[config.mk]
export PLATFORM = sky130hd
export DESIGN_NAME = tcit_timer
export DESIGN_NICKNAME = d
export VERILOG_FILES = /design/src/hdl/tcit_pkg.sv /design/src/hdl/tcit_timer.sv
export SDC_FILE = /design/constraint.sdc
export NUM_CORES = 1
export LEC_CHECK = 0
export ABC_AREA = 1
export ABC_CLOCK_PERIOD_IN_PS = 27400
export BUFFER_PORTS_ARGS = -buffer_cell sky130_fd_sc_hd__clkbuf_2
export CAP_MARGIN = 20
export CORE_MARGIN = 10
export CORE_UTILIZATION = 38
export DETAILED_ROUTE_END_ITERATION = 6
export GPL_TIMING_DRIVEN = 0
export PLACE_DENSITY_LB_ADDON = 0.25
export SETUP_SLACK_MARGIN = 0.3
export SLEW_MARGIN = 20
export SYNTH_ARGS = -nofsm -noshare
export SYNTH_HDL_FRONTEND = slang
export SYNTH_SLANG_ARGS = --single-unit
export TNS_END_PERCENT = 5
[constraint.sdc]
create_clock -name clock -period 27.4 [get_ports clock]
set_clock_uncertainty 0.15 [all_clocks]
set_input_delay 5.48 -clock clock [delete_from_list [all_inputs] [get_ports clock]]
set_output_delay 5.48 -clock clock [all_outputs]
set_load 0.01 [all_outputs]
[src/hdl/tcit_pkg.sv]
// Purpose: constants and types for the three channel interval timer
// Assumes: byte-wide host port, decimal offsets from card base
// Notes: one package shared by the design file and the verification files
package tcit_pkg;
   localparam logic [5:0] TCIT_OFF_CNT0 = 6'h18;
   localparam logic [5:0] TCIT_OFF_CNT1 = 6'h19;
   localparam logic [5:0] TCIT_OFF_CNT2 = 6'h1A;
   localparam logic [5:0] TCIT_OFF_CTRL = 6'h1B;
   localparam int TCIT_SEL_POS = 6;
   localparam int TCIT_FMT_POS = 4;
   localparam int TCIT_MODE_POS = 1;
   localparam int TCIT_BCD_POS = 0;
   localparam int TCIT_CNTL_POS = 5;
   localparam int TCIT_STAL_POS = 4;
   localparam logic [1:0] TCIT_SEL_RB = 2'h3;
   localparam logic [1:0] TCIT_FMT_LATCH = 2'h0;
   localparam logic [1:0] TCIT_FMT_LO = 2'h1;
   localparam logic [1:0] TCIT_FMT_HI = 2'h2;
   localparam logic [1:0] TCIT_FMT_BOTH = 2'h3;
   localparam logic [15:0] TCIT_COUNT_RST = 16'h0000;
   localparam logic [5:0] TCIT_CTRL_RST = 6'h00;
   localparam int TCIT_SYS_MHZ = 250;
   localparam int TCIT_OSC_MHZ = 10;
   // half period of the on-board counter clock in system cycles
   localparam int TCIT_OSC_HALF = TCIT_SYS_MHZ / (2 * TCIT_OSC_MHZ);
   typedef enum logic [2:0] {
      TCIT_M0, TCIT_M1, TCIT_M2, TCIT_M3, TCIT_M4, TCIT_M5
   } tcit_mode_t;
   typedef struct packed {
      logic [1:0] fmt;
      logic [2:0] mode;
      logic bcd;
   } tcit_ctrl_t;
   typedef struct packed {
      logic wr;
      logic rd;
      logic [5:0] addr;
      logic [7:0] wdata;
   } tcit_bus_t;
endpackage : tcit_pkg

[src/hdl/tcit_timer.sv]
// Purpose: three 16-bit down counters with control word, latch and read-back
// Assumes: host accesses are one-cycle strobes on the system clock
// Notes: counter clock and gate pins are synchronised and edge detected
//Contract
// - three 16-bit down counters, each with clock, gate, output; counts 2..65535
// - internal clock source is a 10 MHz divider
// - counter 1 may be clocked by counter 0 output for 32-bit timing
// - data ports at offsets 24, 25, 26; control word at 27
// - control bits 7:6 pick counter; 11 means read-back
// - control bits 5:4 give latch, low, high, or low-then-high
// - control bits 3:1 give mode, bit 3 ignored for modes 2 and 3
// - control bit 0 selects binary or decimal counting
// - read-back bit 5 low latches counts, bit 4 low latches statuses
// - status byte: output, null count, then format, mode, type
// - status is read only after latching, by next data read
// - one read-back latches several counts like separate latch commands
// - latch copies count to hold register; reads return it
// - control words and count writes accepted in any order
// - mode 0: out low, high at terminal count, first byte halts
// - mode 1: gate edge fires one-shot, retriggerable, count used next trigger
// - mode 2: one-clock low pulse per period, gate low forces high
// - mode 3: decrement by two, toggle out, odd count split (N+1)/2
// - mode 4: out high, one-clock low at terminal count, gate inhibits
// - mode 5: gate edge starts count, one-clock low strobe, retriggerable
// - outputs of counters 1 and 2 go to interrupt logic
// - gate held high internally unless pin drives it
`timescale 1ns/1ps
module tcit_timer
   import tcit_pkg::*;
#(
   parameter int NCH = 3 // counters on the card
) (
   input wire logic clock, // system clock
   input wire logic rst, // async reset, active high
   input wire logic ce, // clock enable
   input wire tcit_bus_t bus, // host register access
   output logic [7:0] rdata, // read data
   input wire logic [NCH-1:0] ext_clk, // external counter clocks
   input wire logic [NCH-1:0] ext_clk_sel, // pick external clock
   input wire logic cascade_sel, // counter 1 clocked by counter 0 output
   input wire logic [NCH-1:0] gate_pin, // gate pins
   input wire logic [NCH-1:0] gate_pin_used, // pin drives gate, else high
   output logic [NCH-1:0] cnt_out, // counter outputs
   output logic irq_src_c1, // counter 1 output to interrupt logic
   output logic irq_src_c2 // counter 2 output to interrupt logic
);
   logic [$clog2(TCIT_OSC_HALF)-1:0] div_r;
   logic osc_r;
   logic [NCH-1:0] ck_s1_r, ck_s2_r, ck_d_r, gt_s1_r, gt_s2_r;
   logic [NCH-1:0] ckin, fall, gate, gate_rise;
   logic [NCH-1:0] wr_data, rd_data, ctl_hit, cnt_lat, sta_lat;
   tcit_ctrl_t ctrl_r [NCH];
   logic [15:0] init_r [NCH];
   logic [15:0] cnt_r [NCH];
   logic [15:0] hold_r [NCH];
   logic [7:0] stat_r [NCH];
   logic [NCH-1:0] hold_v_r, stat_v_r, wr_hi_r, rd_hi_r;
   logic [NCH-1:0] null_r, arm_r, run_r, trig_r, ph_r;
   logic [5:0] cw;
   logic [1:0] csel;

   assign cw = bus.wdata[5:0];
   assign csel = bus.wdata[TCIT_SEL_POS +: 2];

   always_ff @(posedge clock or posedge rst) begin
      if (rst) begin
         div_r <= '0;
         osc_r <= 1'b0;
      end else if (ce) begin
         if (div_r == ($clog2(TCIT_OSC_HALF))'(TCIT_OSC_HALF - 1)) begin
            div_r <= '0;
            osc_r <= ~osc_r;
         end else begin
            div_r <= div_r + 1'b1;
         end
      end
   end

   // pins pass two flops before use
   always_ff @(posedge clock or posedge rst) begin
      if (rst) begin
         ck_s1_r <= '0;
         ck_s2_r <= '0;
         gt_s1_r <= '0;
         gt_s2_r <= '0;
      end else if (ce) begin
         ck_s1_r <= ext_clk;
         ck_s2_r <= ck_s1_r;
         gt_s1_r <= gate_pin;
         gt_s2_r <= gt_s1_r;
      end
   end

   always_comb begin
      for (int i = 0; i < NCH; i++) begin
         ckin[i] = ext_clk_sel[i] ? ck_s2_r[i] : osc_r;
         gate[i] = gate_pin_used[i] ? gt_s2_r[i] : 1'b1;
      end
      if (cascade_sel) begin
         ckin[1] = cnt_out[0];
      end
   end

   logic [NCH-1:0] gate_d_r;
   always_ff @(posedge clock or posedge rst) begin
      if (rst) begin
         ck_d_r <= '0;
         gate_d_r <= '1;
      end else if (ce) begin
         ck_d_r <= ckin;
         gate_d_r <= gate;
      end
   end
   assign fall = ck_d_r & ~ckin;
   assign gate_rise = gate & ~gate_d_r;

   always_comb begin
      for (int i = 0; i < NCH; i++) begin
         wr_data[i] = bus.wr && bus.addr == TCIT_OFF_CNT0 + 6'(i);
         rd_data[i] = bus.rd && bus.addr == TCIT_OFF_CNT0 + 6'(i);
         ctl_hit[i] = bus.wr && bus.addr == TCIT_OFF_CTRL && csel == 2'(i);
         cnt_lat[i] = (ctl_hit[i] && bus.wdata[TCIT_FMT_POS +: 2] == TCIT_FMT_LATCH)
                      || (bus.wr && bus.addr == TCIT_OFF_CTRL && csel == TCIT_SEL_RB
                          && !bus.wdata[TCIT_CNTL_POS] && bus.wdata[1 + i]);
         sta_lat[i] = bus.wr && bus.addr == TCIT_OFF_CTRL && csel == TCIT_SEL_RB
                      && !bus.wdata[TCIT_STAL_POS] && bus.wdata[1 + i];
      end
   end

   // BCD decrement of one or more; binary otherwise
   function automatic logic [15:0] tcit_dec(input logic [15:0] v, input logic [1:0] n,
                                            input logic bcd);
      logic [15:0] r;
      r = v;
      for (int k = 0; k < 3; k++) begin
         if (2'(k) < n) begin
            if (!bcd) begin
               r = r - 16'h0001;
            end else if (r[3:0] != 4'h0) begin
               r[3:0] = r[3:0] - 4'h1;
            end else if (r[7:4] != 4'h0) begin
               r[7:0] = {r[7:4] - 4'h1, 4'h9};
            end else if (r[11:8] != 4'h0) begin
               r[11:0] = {r[11:8] - 4'h1, 8'h99};
            end else if (r[15:12] != 4'h0) begin
               r = {r[15:12] - 4'h1, 12'h999};
            end else begin
               r = 16'h9999;
            end
         end
      end
      return r;
   endfunction : tcit_dec

   function automatic tcit_mode_t tcit_md(input logic [2:0] m);
      unique case (m)
         3'h0: return TCIT_M0;
         3'h1: return TCIT_M1;
         3'h2, 3'h6: return TCIT_M2;
         3'h3, 3'h7: return TCIT_M3;
         3'h4: return TCIT_M4;
         default: return TCIT_M5;
      endcase
   endfunction : tcit_md

   for (genvar i = 0; i < NCH; i++) begin : g_ch
      tcit_mode_t md;
      logic [15:0] ld;
      assign md = tcit_md(ctrl_r[i].mode);
      assign ld = init_r[i];

      // host side: control word, count writes
      always_ff @(posedge clock or posedge rst) begin
         if (rst) begin
            ctrl_r[i] <= TCIT_CTRL_RST;
            init_r[i] <= TCIT_COUNT_RST;
            wr_hi_r[i] <= 1'b0;
            arm_r[i] <= 1'b0;
            null_r[i] <= 1'b0;
         end else if (ce) begin
            if (ctl_hit[i] && bus.wdata[TCIT_FMT_POS +: 2] != TCIT_FMT_LATCH) begin
               ctrl_r[i] <= cw;
               wr_hi_r[i] <= 1'b0;
               arm_r[i] <= 1'b0;
            end else if (wr_data[i]) begin
               unique case (ctrl_r[i].fmt)
                  TCIT_FMT_LO: begin
                     init_r[i] <= {8'h00, bus.wdata};
                     arm_r[i] <= 1'b1;
                     null_r[i] <= 1'b1;
                  end
                  TCIT_FMT_HI: begin
                     init_r[i] <= {bus.wdata, 8'h00};
                     arm_r[i] <= 1'b1;
                     null_r[i] <= 1'b1;
                  end
                  default: begin
                     // host keeps byte pairing; first byte halts
                     if (!wr_hi_r[i]) begin
                        init_r[i][7:0] <= bus.wdata;
                        arm_r[i] <= 1'b0;
                     end else begin
                        init_r[i][15:8] <= bus.wdata;
                        arm_r[i] <= 1'b1;
                        null_r[i] <= 1'b1;
                     end
                     wr_hi_r[i] <= ~wr_hi_r[i];
                  end
               endcase
            end else if (fall[i] && run_r[i] && !trig_r[i]) begin
               null_r[i] <= 1'b0; // count now in counting element
            end
         end
      end

      // counting element, one falling edge per step
      always_ff @(posedge clock or posedge rst) begin
         if (rst) begin
            cnt_r[i] <= TCIT_COUNT_RST;
            cnt_out[i] <= 1'b1;
            run_r[i] <= 1'b0;
            trig_r[i] <= 1'b0;
            ph_r[i] <= 1'b0;
         end else if (ce) begin
            if (ctl_hit[i] && bus.wdata[TCIT_FMT_POS +: 2] != TCIT_FMT_LATCH) begin
               cnt_out[i] <= bus.wdata[3:1] != 3'h0; // low in mode 0
               run_r[i] <= 1'b0;
               trig_r[i] <= 1'b0;
            end else begin
               if (wr_data[i] && (md == TCIT_M0 || md == TCIT_M4)) begin
                  trig_r[i] <= 1'b1; // reload on next clock
                  if (md == TCIT_M0) cnt_out[i] <= 1'b0;
               end
               if (gate_rise[i] && (md == TCIT_M1 || md == TCIT_M5 || md == TCIT_M2
                                    || md == TCIT_M3)) begin
                  trig_r[i] <= 1'b1; // retrigger
               end
               if (arm_r[i] && !run_r[i] && (md == TCIT_M2 || md == TCIT_M3)) begin
                  trig_r[i] <= 1'b1;
               end
               if (fall[i] && arm_r[i]) begin
                  if (trig_r[i]) begin
                     cnt_r[i] <= ld;
                     run_r[i] <= 1'b1;
                     trig_r[i] <= 1'b0;
                     ph_r[i] <= 1'b0;
                     if (md == TCIT_M1) cnt_out[i] <= 1'b0;
                     if (md == TCIT_M2 || md == TCIT_M3) cnt_out[i] <= 1'b1;
                  end else begin
                     unique case (md)
                        TCIT_M0, TCIT_M1: begin
                           cnt_r[i] <= tcit_dec(cnt_r[i], 2'd1, ctrl_r[i].bcd);
                           if (cnt_r[i] == 16'h0001 && run_r[i]) begin
                              cnt_out[i] <= 1'b1;
                              run_r[i] <= md == TCIT_M0;
                           end
                        end
                        TCIT_M2: begin
                           if (!gate[i]) begin
                              cnt_out[i] <= 1'b1;
                           end else if (cnt_r[i] == 16'h0002) begin
                              cnt_r[i] <= 16'h0001;
                              cnt_out[i] <= 1'b0;
                           end else if (cnt_r[i] == 16'h0001) begin
                              cnt_r[i] <= ld;
                              cnt_out[i] <= 1'b1;
                           end else begin
                              cnt_r[i] <= tcit_dec(cnt_r[i], 2'd1, ctrl_r[i].bcd);
                           end
                        end
                        TCIT_M3: begin
                           if (gate[i]) begin
                              if (cnt_r[i] <= 16'h0002 || (cnt_r[i] == 16'h0003
                                  && !cnt_out[i])) begin
                                 cnt_r[i] <= ld;
                                 cnt_out[i] <= ~cnt_out[i];
                                 ph_r[i] <= 1'b0;
                              end else if (cnt_r[i][0] && !ph_r[i]) begin
                                 cnt_r[i] <= tcit_dec(cnt_r[i], cnt_out[i] ? 2'd1 : 2'd3,
                                                      ctrl_r[i].bcd);
                                 ph_r[i] <= 1'b1;
                              end else begin
                                 cnt_r[i] <= tcit_dec(cnt_r[i], 2'd2, ctrl_r[i].bcd);
                              end
                           end else begin
                              cnt_out[i] <= 1'b1;
                           end
                        end
                        default: begin // strobe modes
                           if (gate[i] || md == TCIT_M5) begin
                              cnt_r[i] <= tcit_dec(cnt_r[i], 2'd1, ctrl_r[i].bcd);
                           end
                           cnt_out[i] <= !(run_r[i] && cnt_r[i] == 16'h0001
                                           && (gate[i] || md == TCIT_M5));
                           if (!cnt_out[i]) run_r[i] <= 1'b0;
                        end
                     endcase
                  end
               end
            end
         end
      end

      // hold register, status latch, read byte order
      always_ff @(posedge clock or posedge rst) begin
         if (rst) begin
            hold_r[i] <= TCIT_COUNT_RST;
            hold_v_r[i] <= 1'b0;
            stat_r[i] <= 8'h00;
            stat_v_r[i] <= 1'b0;
            rd_hi_r[i] <= 1'b0;
         end else if (ce) begin
            if (ctl_hit[i] && bus.wdata[TCIT_FMT_POS +: 2] != TCIT_FMT_LATCH) begin
               rd_hi_r[i] <= 1'b0;
               hold_v_r[i] <= 1'b0;
               stat_v_r[i] <= 1'b0;
            end
            if (cnt_lat[i] && !hold_v_r[i]) begin
               hold_r[i] <= cnt_r[i];
               hold_v_r[i] <= 1'b1;
            end
            if (sta_lat[i] && !stat_v_r[i]) begin
               stat_r[i] <= {cnt_out[i], null_r[i], ctrl_r[i]};
               stat_v_r[i] <= 1'b1;
            end
            if (rd_data[i]) begin
               if (stat_v_r[i]) begin
                  stat_v_r[i] <= 1'b0;
               end else if (ctrl_r[i].fmt == TCIT_FMT_BOTH) begin
                  rd_hi_r[i] <= ~rd_hi_r[i];
                  if (rd_hi_r[i]) hold_v_r[i] <= 1'b0;
               end else begin
                  hold_v_r[i] <= 1'b0;
               end
            end
         end
      end
   end

   // data output register
   always_ff @(posedge clock or posedge rst) begin
      if (rst) begin
         rdata <= 8'h00;
      end else if (ce) begin
         rdata <= 8'h00;
         for (int i = 0; i < NCH; i++) begin
            if (rd_data[i]) begin
               if (stat_v_r[i]) begin
                  rdata <= stat_r[i];
               end else if (ctrl_r[i].fmt == TCIT_FMT_HI
                            || (ctrl_r[i].fmt == TCIT_FMT_BOTH && rd_hi_r[i])) begin
                  rdata <= hold_v_r[i] ? hold_r[i][15:8] : cnt_r[i][15:8];
               end else begin
                  rdata <= hold_v_r[i] ? hold_r[i][7:0] : cnt_r[i][7:0];
               end
            end
         end
      end
   end

   assign irq_src_c1 = cnt_out[1];
   assign irq_src_c2 = cnt_out[2];

   // status read on counter 0 returns the whole latched status byte
   property p_stat_read;
      @(posedge clock) disable iff (rst)
         ce && rd_data[0] && stat_v_r[0] |=> rdata == stat_r[0];
   endproperty
   a_stat_read: assert property (p_stat_read) else $error("status read wrong");

   property p_hold;
      @(posedge clock) disable iff (rst)
         ce && cnt_lat[0] && !hold_v_r[0] |=> hold_v_r[0] && hold_r[0] == $past(cnt_r[0]);
   endproperty
   a_hold: assert property (p_hold) else $error("latch missed count");

   property p_m0_low;
      @(posedge clock) disable iff (rst)
         ce && ctl_hit[0] && bus.wdata[3:1] == 3'h0 && bus.wdata[5:4] != 2'h0
         |=> !cnt_out[0];
   endproperty
   a_m0_low: assert property (p_m0_low) else $error("mode 0 out not low");

   property p_irq;
      @(posedge clock) irq_src_c2 == cnt_out[2] && irq_src_c1 == cnt_out[1];
   endproperty
   a_irq: assert property (p_irq) else $error("irq source mismatch");

   // gate low in mode 2 forces the output high at the next counter clock
   property p_gate_hi;
      @(posedge clock) disable iff (rst)
         ce && fall[1] && arm_r[1] && !trig_r[1] && !ctl_hit[1] && !gate[1]
         && g_ch[1].md == TCIT_M2 |=> cnt_out[1];
   endproperty
   a_gate_hi: assert property (p_gate_hi) else $error("gate low left output low");

   // every mode but mode 0 starts with the output high
   property p_cfg_out;
      @(posedge clock) disable iff (rst)
         ce && ctl_hit[1] && bus.wdata[5:4] != 2'h0 && bus.wdata[3:1] != 3'h0
         |=> cnt_out[1];
   endproperty
   a_cfg_out: assert property (p_cfg_out) else $error("output not high after mode set");
endmodule : tcit_timer

==> impl.org <==
** Power and ir drop
- Per report_power, the clock group accounts for 23.0% of the total.
- Switching power of the nets :: 963 uW
- Sequential cells burn 23.6% of the power.
- In this run switching power makes up 49.2% of total power.
- In this run the power density over the cells is 82.2 mW/mm^2.
- VDD IR max :: 0.0431 mV
- Leak :: 0.0113 uW
- Comb pwr share :: 53.4%
- Internal Dissipation :: 994 uW

** GRT
- Global-route wire length before repair :: 126 mm
- Number of global-route vias before repair :: 22.2k
- Pin count of the biggest net entering global routing :: 102
- Global-route usage over all layers :: 23.4%
- The initial antenna violation count is 2.
- Global routing finished with a remaining overflow of 0.

** Timing
- The total count of hold-check failures in the final report is 0.
- At the pin with the least slew margin, the transition time is 1.11 ns.
- In this run the tightest slew margin relative to its limit is 25.4%.
- The clock period could shrink to 8.91 ns.
- Number of max-slew violations in the final report :: 0
- Period utilization :: 32.5%
- Final setup violation count :: 0
- Setup repair after global routing missed its margin :: false
- Fin Setup TNS :: 0 ns
- Derived from the worst setup path, the maximum achievable clock frequency is 112 MHz.
- Across all hold checks on the routed design, the worst slack comes to 0.327 ns.

** Routing
- Total DRC errors in the routed layout :: 0
- Total iterations of the first detailed-routing run :: 6
- In this run the remaining antenna-violating nets after routing total 0.
- After detailed routing, the total wire length is 80.6 mm.
- After the first detailed-routing iteration, the DRC count stood at 2444.
- Vias :: 23.7k
- Routed len/inst :: 19.0 microns
- Routed vias/inst :: 5.58

** Clock network
- Resize count post-CTS :: 0
- Buffers inserted during clock tree synthesis total 29.
- # Post-CTS Setup Buffers :: 0
- After clock tree synthesis, the clock-pin slew on the worst setup and hold paths is 0.06 ns.
- Clock network latency to the later pin of the worst-skew pair :: 0.58 ns
- Maximum buffer depth of the clock tree :: 3
- Max H-tree Level :: 1
- Master cell of the clock root buffer :: sky130_fd_sc_hd__clkbuf_16
- TritonCTS built the clock tree.
- Post-CTS Hold Buffers :: 0
- Clock tree synthesis found a total of 247 sinks.

** Logic synthesis
- When the netlist entered floorplanning its net count stood at 3468.
- Seq/Total Area, Yosys :: 28.7%
- Count of unique library cells instantiated by Yosys :: 67
- Mapped cell area :: 0.0215 sq mm
- Post-synthesis average cell area :: 6.34 sq um
- After synthesis the netlist holds a flip-flop and latch count of 247.
- Proportion of synthesized flip-flops having asynchronous set or reset :: 100%
- Number of enable-type register cells in the synthesized netlist :: 0
- For this run, the number of Yosys warnings is 0.
- Synthesized instance count :: 3400
- For this run, the leading register cell type out of synthesis is sky130_fd_sc_hd__dfrtp_1.

** Worst hold path
- The worst hold path terminates at gt_s1_r[0]$_DFFE_PP0P_.
- The worst hold path begins at gt_s1_r[0]$_DFFE_PP0P_.
- Worst hold-check path type :: flip-flop to flip-flop
- The worst hold path passes through 2 cells.

** Place
- Placer's final routability congestion estimate :: 0.984
- Half-perimeter wire length after detailed placement :: 62.2 mm
- During placement, the flow inserted port buffers numbering 38.

** Worst setup path
- For flop-to-flop paths, the worst setup slack is 22.71 ns.
- At the worst endpoint, the required time is 27.70 ns.
- Of all nets on the critical path, the largest fanout is 10.
- The endpoint identified for the worst register-to-register timing path is cnt_r[31]$_DFFE_PP0P_.
- Arrival @ worst endpoint :: 9.21 ns
- Category of the critical setup timing path :: input port to flip-flop
- Crit Reg-Reg Startpoint :: cnt_r[17]$_DFFE_PP0P_
- For the worst flop-to-flop path, the logic depth is 32.
- Kind of launch point of the worst setup path :: input port
- STA classifies the critical path endpoint as a flip-flop.

** Final layout
- Number of fillers in the final layout :: 6099
- After the last flow step, the layout net total stands at 3539.
- Commonest non-fill, non-tap cell in the layout :: sky130_fd_sc_hd__nand2_1
- The area growth from synthesis to layout is 10.6%.
- In the layout the commonest cells are sky130_fd_sc_hd__nand2_1 (935), sky130_fd_sc_hd__o21ai_0 (402), sky130_fd_sc_hd__inv_1 (357).
- Sequential cell area :: 0.00619 sq mm
- The post-route netlist has 9.85% of its cells at a drive strength greater than 1.
- Multi-input logic area :: 0.0132 sq mm

** Floorplan
- Starting density of the core :: 38.3%
- In this run the vertical extent of the chip is 258 microns.
- Placeable core region :: 0.0563 sq mm
- Core Rows :: 87
- Width of the die :: 258 microns
- In this run the count of I/O pins placed on the die edge is 45.
- Total Die Area :: 0.0666 sq mm

** Job
- Maximum Capacitance Violations :: 0

** Run status
- Result of the run :: complete, no violations
-- per-stage QoR --
step	instance area, sq um	util, %	cells	total power, uW	setup WS, ns
floorplan	21500	-	3400	1220	14.99
global placement	22700	40.3	4194	1480	11.74
detailed placement	22700	40.4	4196	1490	18.04
CTS	23800	42.3	4249	1940	18.66
global route	23800	42.3	4250	2100	18.38
finish	23800	42.3	4250	1960	18.49
-- cells by family after synthesis --
| logic type | share of synthesized area, % |
|---|---|
| muxes | 0.0523 |
| buffers and inverters | 9.82 |
| and+or+nand+nor | 36.5 |
| adders and majority gates | 2.09 |
| DFF | 28.7 |
| xor gates and xnor gates | 0.924 |
| AOI/OAI and AO/OA | 21.9 |
-- worst max path at each step --
stage               startpoint  cells past startpoint               endpoint
detailed placement     bus[13]                     12  cnt_r[32]$_DFFE_PP0P_
global placement           rst                      2  cnt_r[30]$_DFFE_PP0P_
global route           bus[13]                     12  cnt_r[32]$_DFFE_PP0P_
finish                 bus[13]                     12  cnt_r[32]$_DFFE_PP0P_
CTS                    bus[13]                     12  cnt_r[32]$_DFFE_PP0P_
floorplan                  rst                      1   arm_r[0]$_DFFE_PP0P_
-- metal layers --
metal | share of wire [%] | global-route usage, %
met1 | 43 | 30.9
met2 | 46 | 38.8
met3 | 6.4 | 2.43
met4 | 4.2 | 9.33
met5 | 0.012 | 0
-- state kept, by name, indices dropped and copies added (netlist names), 4 cells and up --
register / flops
cnt_r: 48
g_ch.ld: 48
hold_r: 48
stat_r: 24
ctrl_r: 18
rdata: 8
div_r: 4
-- critical path, stage by stage --
cell	delay, ns
sky130_fd_sc_hd__clkbuf_2	0.08
sky130_fd_sc_hd__inv_1	0.04
sky130_fd_sc_hd__nand4_1	0.17
sky130_fd_sc_hd__nor4_1	0.84
sky130_fd_sc_hd__inv_1	0.22
sky130_fd_sc_hd__nor4_1	0.89
sky130_fd_sc_hd__inv_1	0.27
sky130_fd_sc_hd__nand3_1	0.44
sky130_fd_sc_hd__inv_1	0.23
sky130_fd_sc_hd__clkbuf_1	0.29
sky130_fd_sc_hd__o211ai_1	0.15
sky130_fd_sc_hd__o21ai_0	0.10
-- power by group through the flow --
stage / registers (uW) / logic, uW / clock network, uW
6_report: 461 / 1050 / 450
5_1_grt: 468 / 1160 / 467
4_1_cts: 460 / 1030 / 454
3_5_place_dp: 466 / 1020 / 0
3_3_place_gp: 467 / 1020 / 0
2_1_floorplan: 449 / 767 / 0
-- area by class of cell --
| type | count | share of cell area, % |
|---|---|---|
| flip-flops and latches | 247 | 26.0 |
| clock inverters | 16 | 1.15 |
| well taps | 756 | 3.97 |
| clock buffers | 37 | 3.42 |
| multi-input cells | 2608 | 55.5 |
| inverters | 406 | 6.47 |
| diodes | 1 | 0.0105 |
| plain buffers | 139 | 2.43 |
| repair buffers | 40 | 1.03 |
-- synth_stat cells (10+ instances only) --
library cell | instances | area, sq um
sky130_fd_sc_hd__a211oi_1 | 19 | 143
sky130_fd_sc_hd__a21oi_1 | 177 | 886
sky130_fd_sc_hd__a31oi_1 | 12 | 75.1
sky130_fd_sc_hd__buf_1 | 11 | 41.3
sky130_fd_sc_hd__buf_2 | 19 | 95.1
sky130_fd_sc_hd__clkbuf_1 | 101 | 379
sky130_fd_sc_hd__clkinv_1 | 10 | 37.5
sky130_fd_sc_hd__dfrtp_1 | 241 | 6030
sky130_fd_sc_hd__ha_1 | 36 | 450
sky130_fd_sc_hd__inv_1 | 358 | 1340
sky130_fd_sc_hd__inv_2 | 34 | 128
sky130_fd_sc_hd__nand2_1 | 935 | 3510
sky130_fd_sc_hd__nand2_2 | 56 | 350
sky130_fd_sc_hd__nand2_4 | 14 | 158
sky130_fd_sc_hd__nand3_1 | 308 | 1540
sky130_fd_sc_hd__nand3_2 | 18 | 180
sky130_fd_sc_hd__nand4_1 | 45 | 282
sky130_fd_sc_hd__nor2_1 | 245 | 920
sky130_fd_sc_hd__nor2_2 | 33 | 206
sky130_fd_sc_hd__nor2_4 | 17 | 191
sky130_fd_sc_hd__nor3_1 | 23 | 115
sky130_fd_sc_hd__o2111ai_1 | 15 | 131
sky130_fd_sc_hd__o211ai_1 | 79 | 593
sky130_fd_sc_hd__o21ai_0 | 402 | 2010
sky130_fd_sc_hd__o21ai_1 | 26 | 130
sky130_fd_sc_hd__o21ai_2 | 10 | 87.6
sky130_fd_sc_hd__o221ai_1 | 11 | 96.3
sky130_fd_sc_hd__o22ai_1 | 28 | 175
sky130_fd_sc_hd__xor2_1 | 14 | 123
Note: power is estimated with default switching activity, not from simulation.
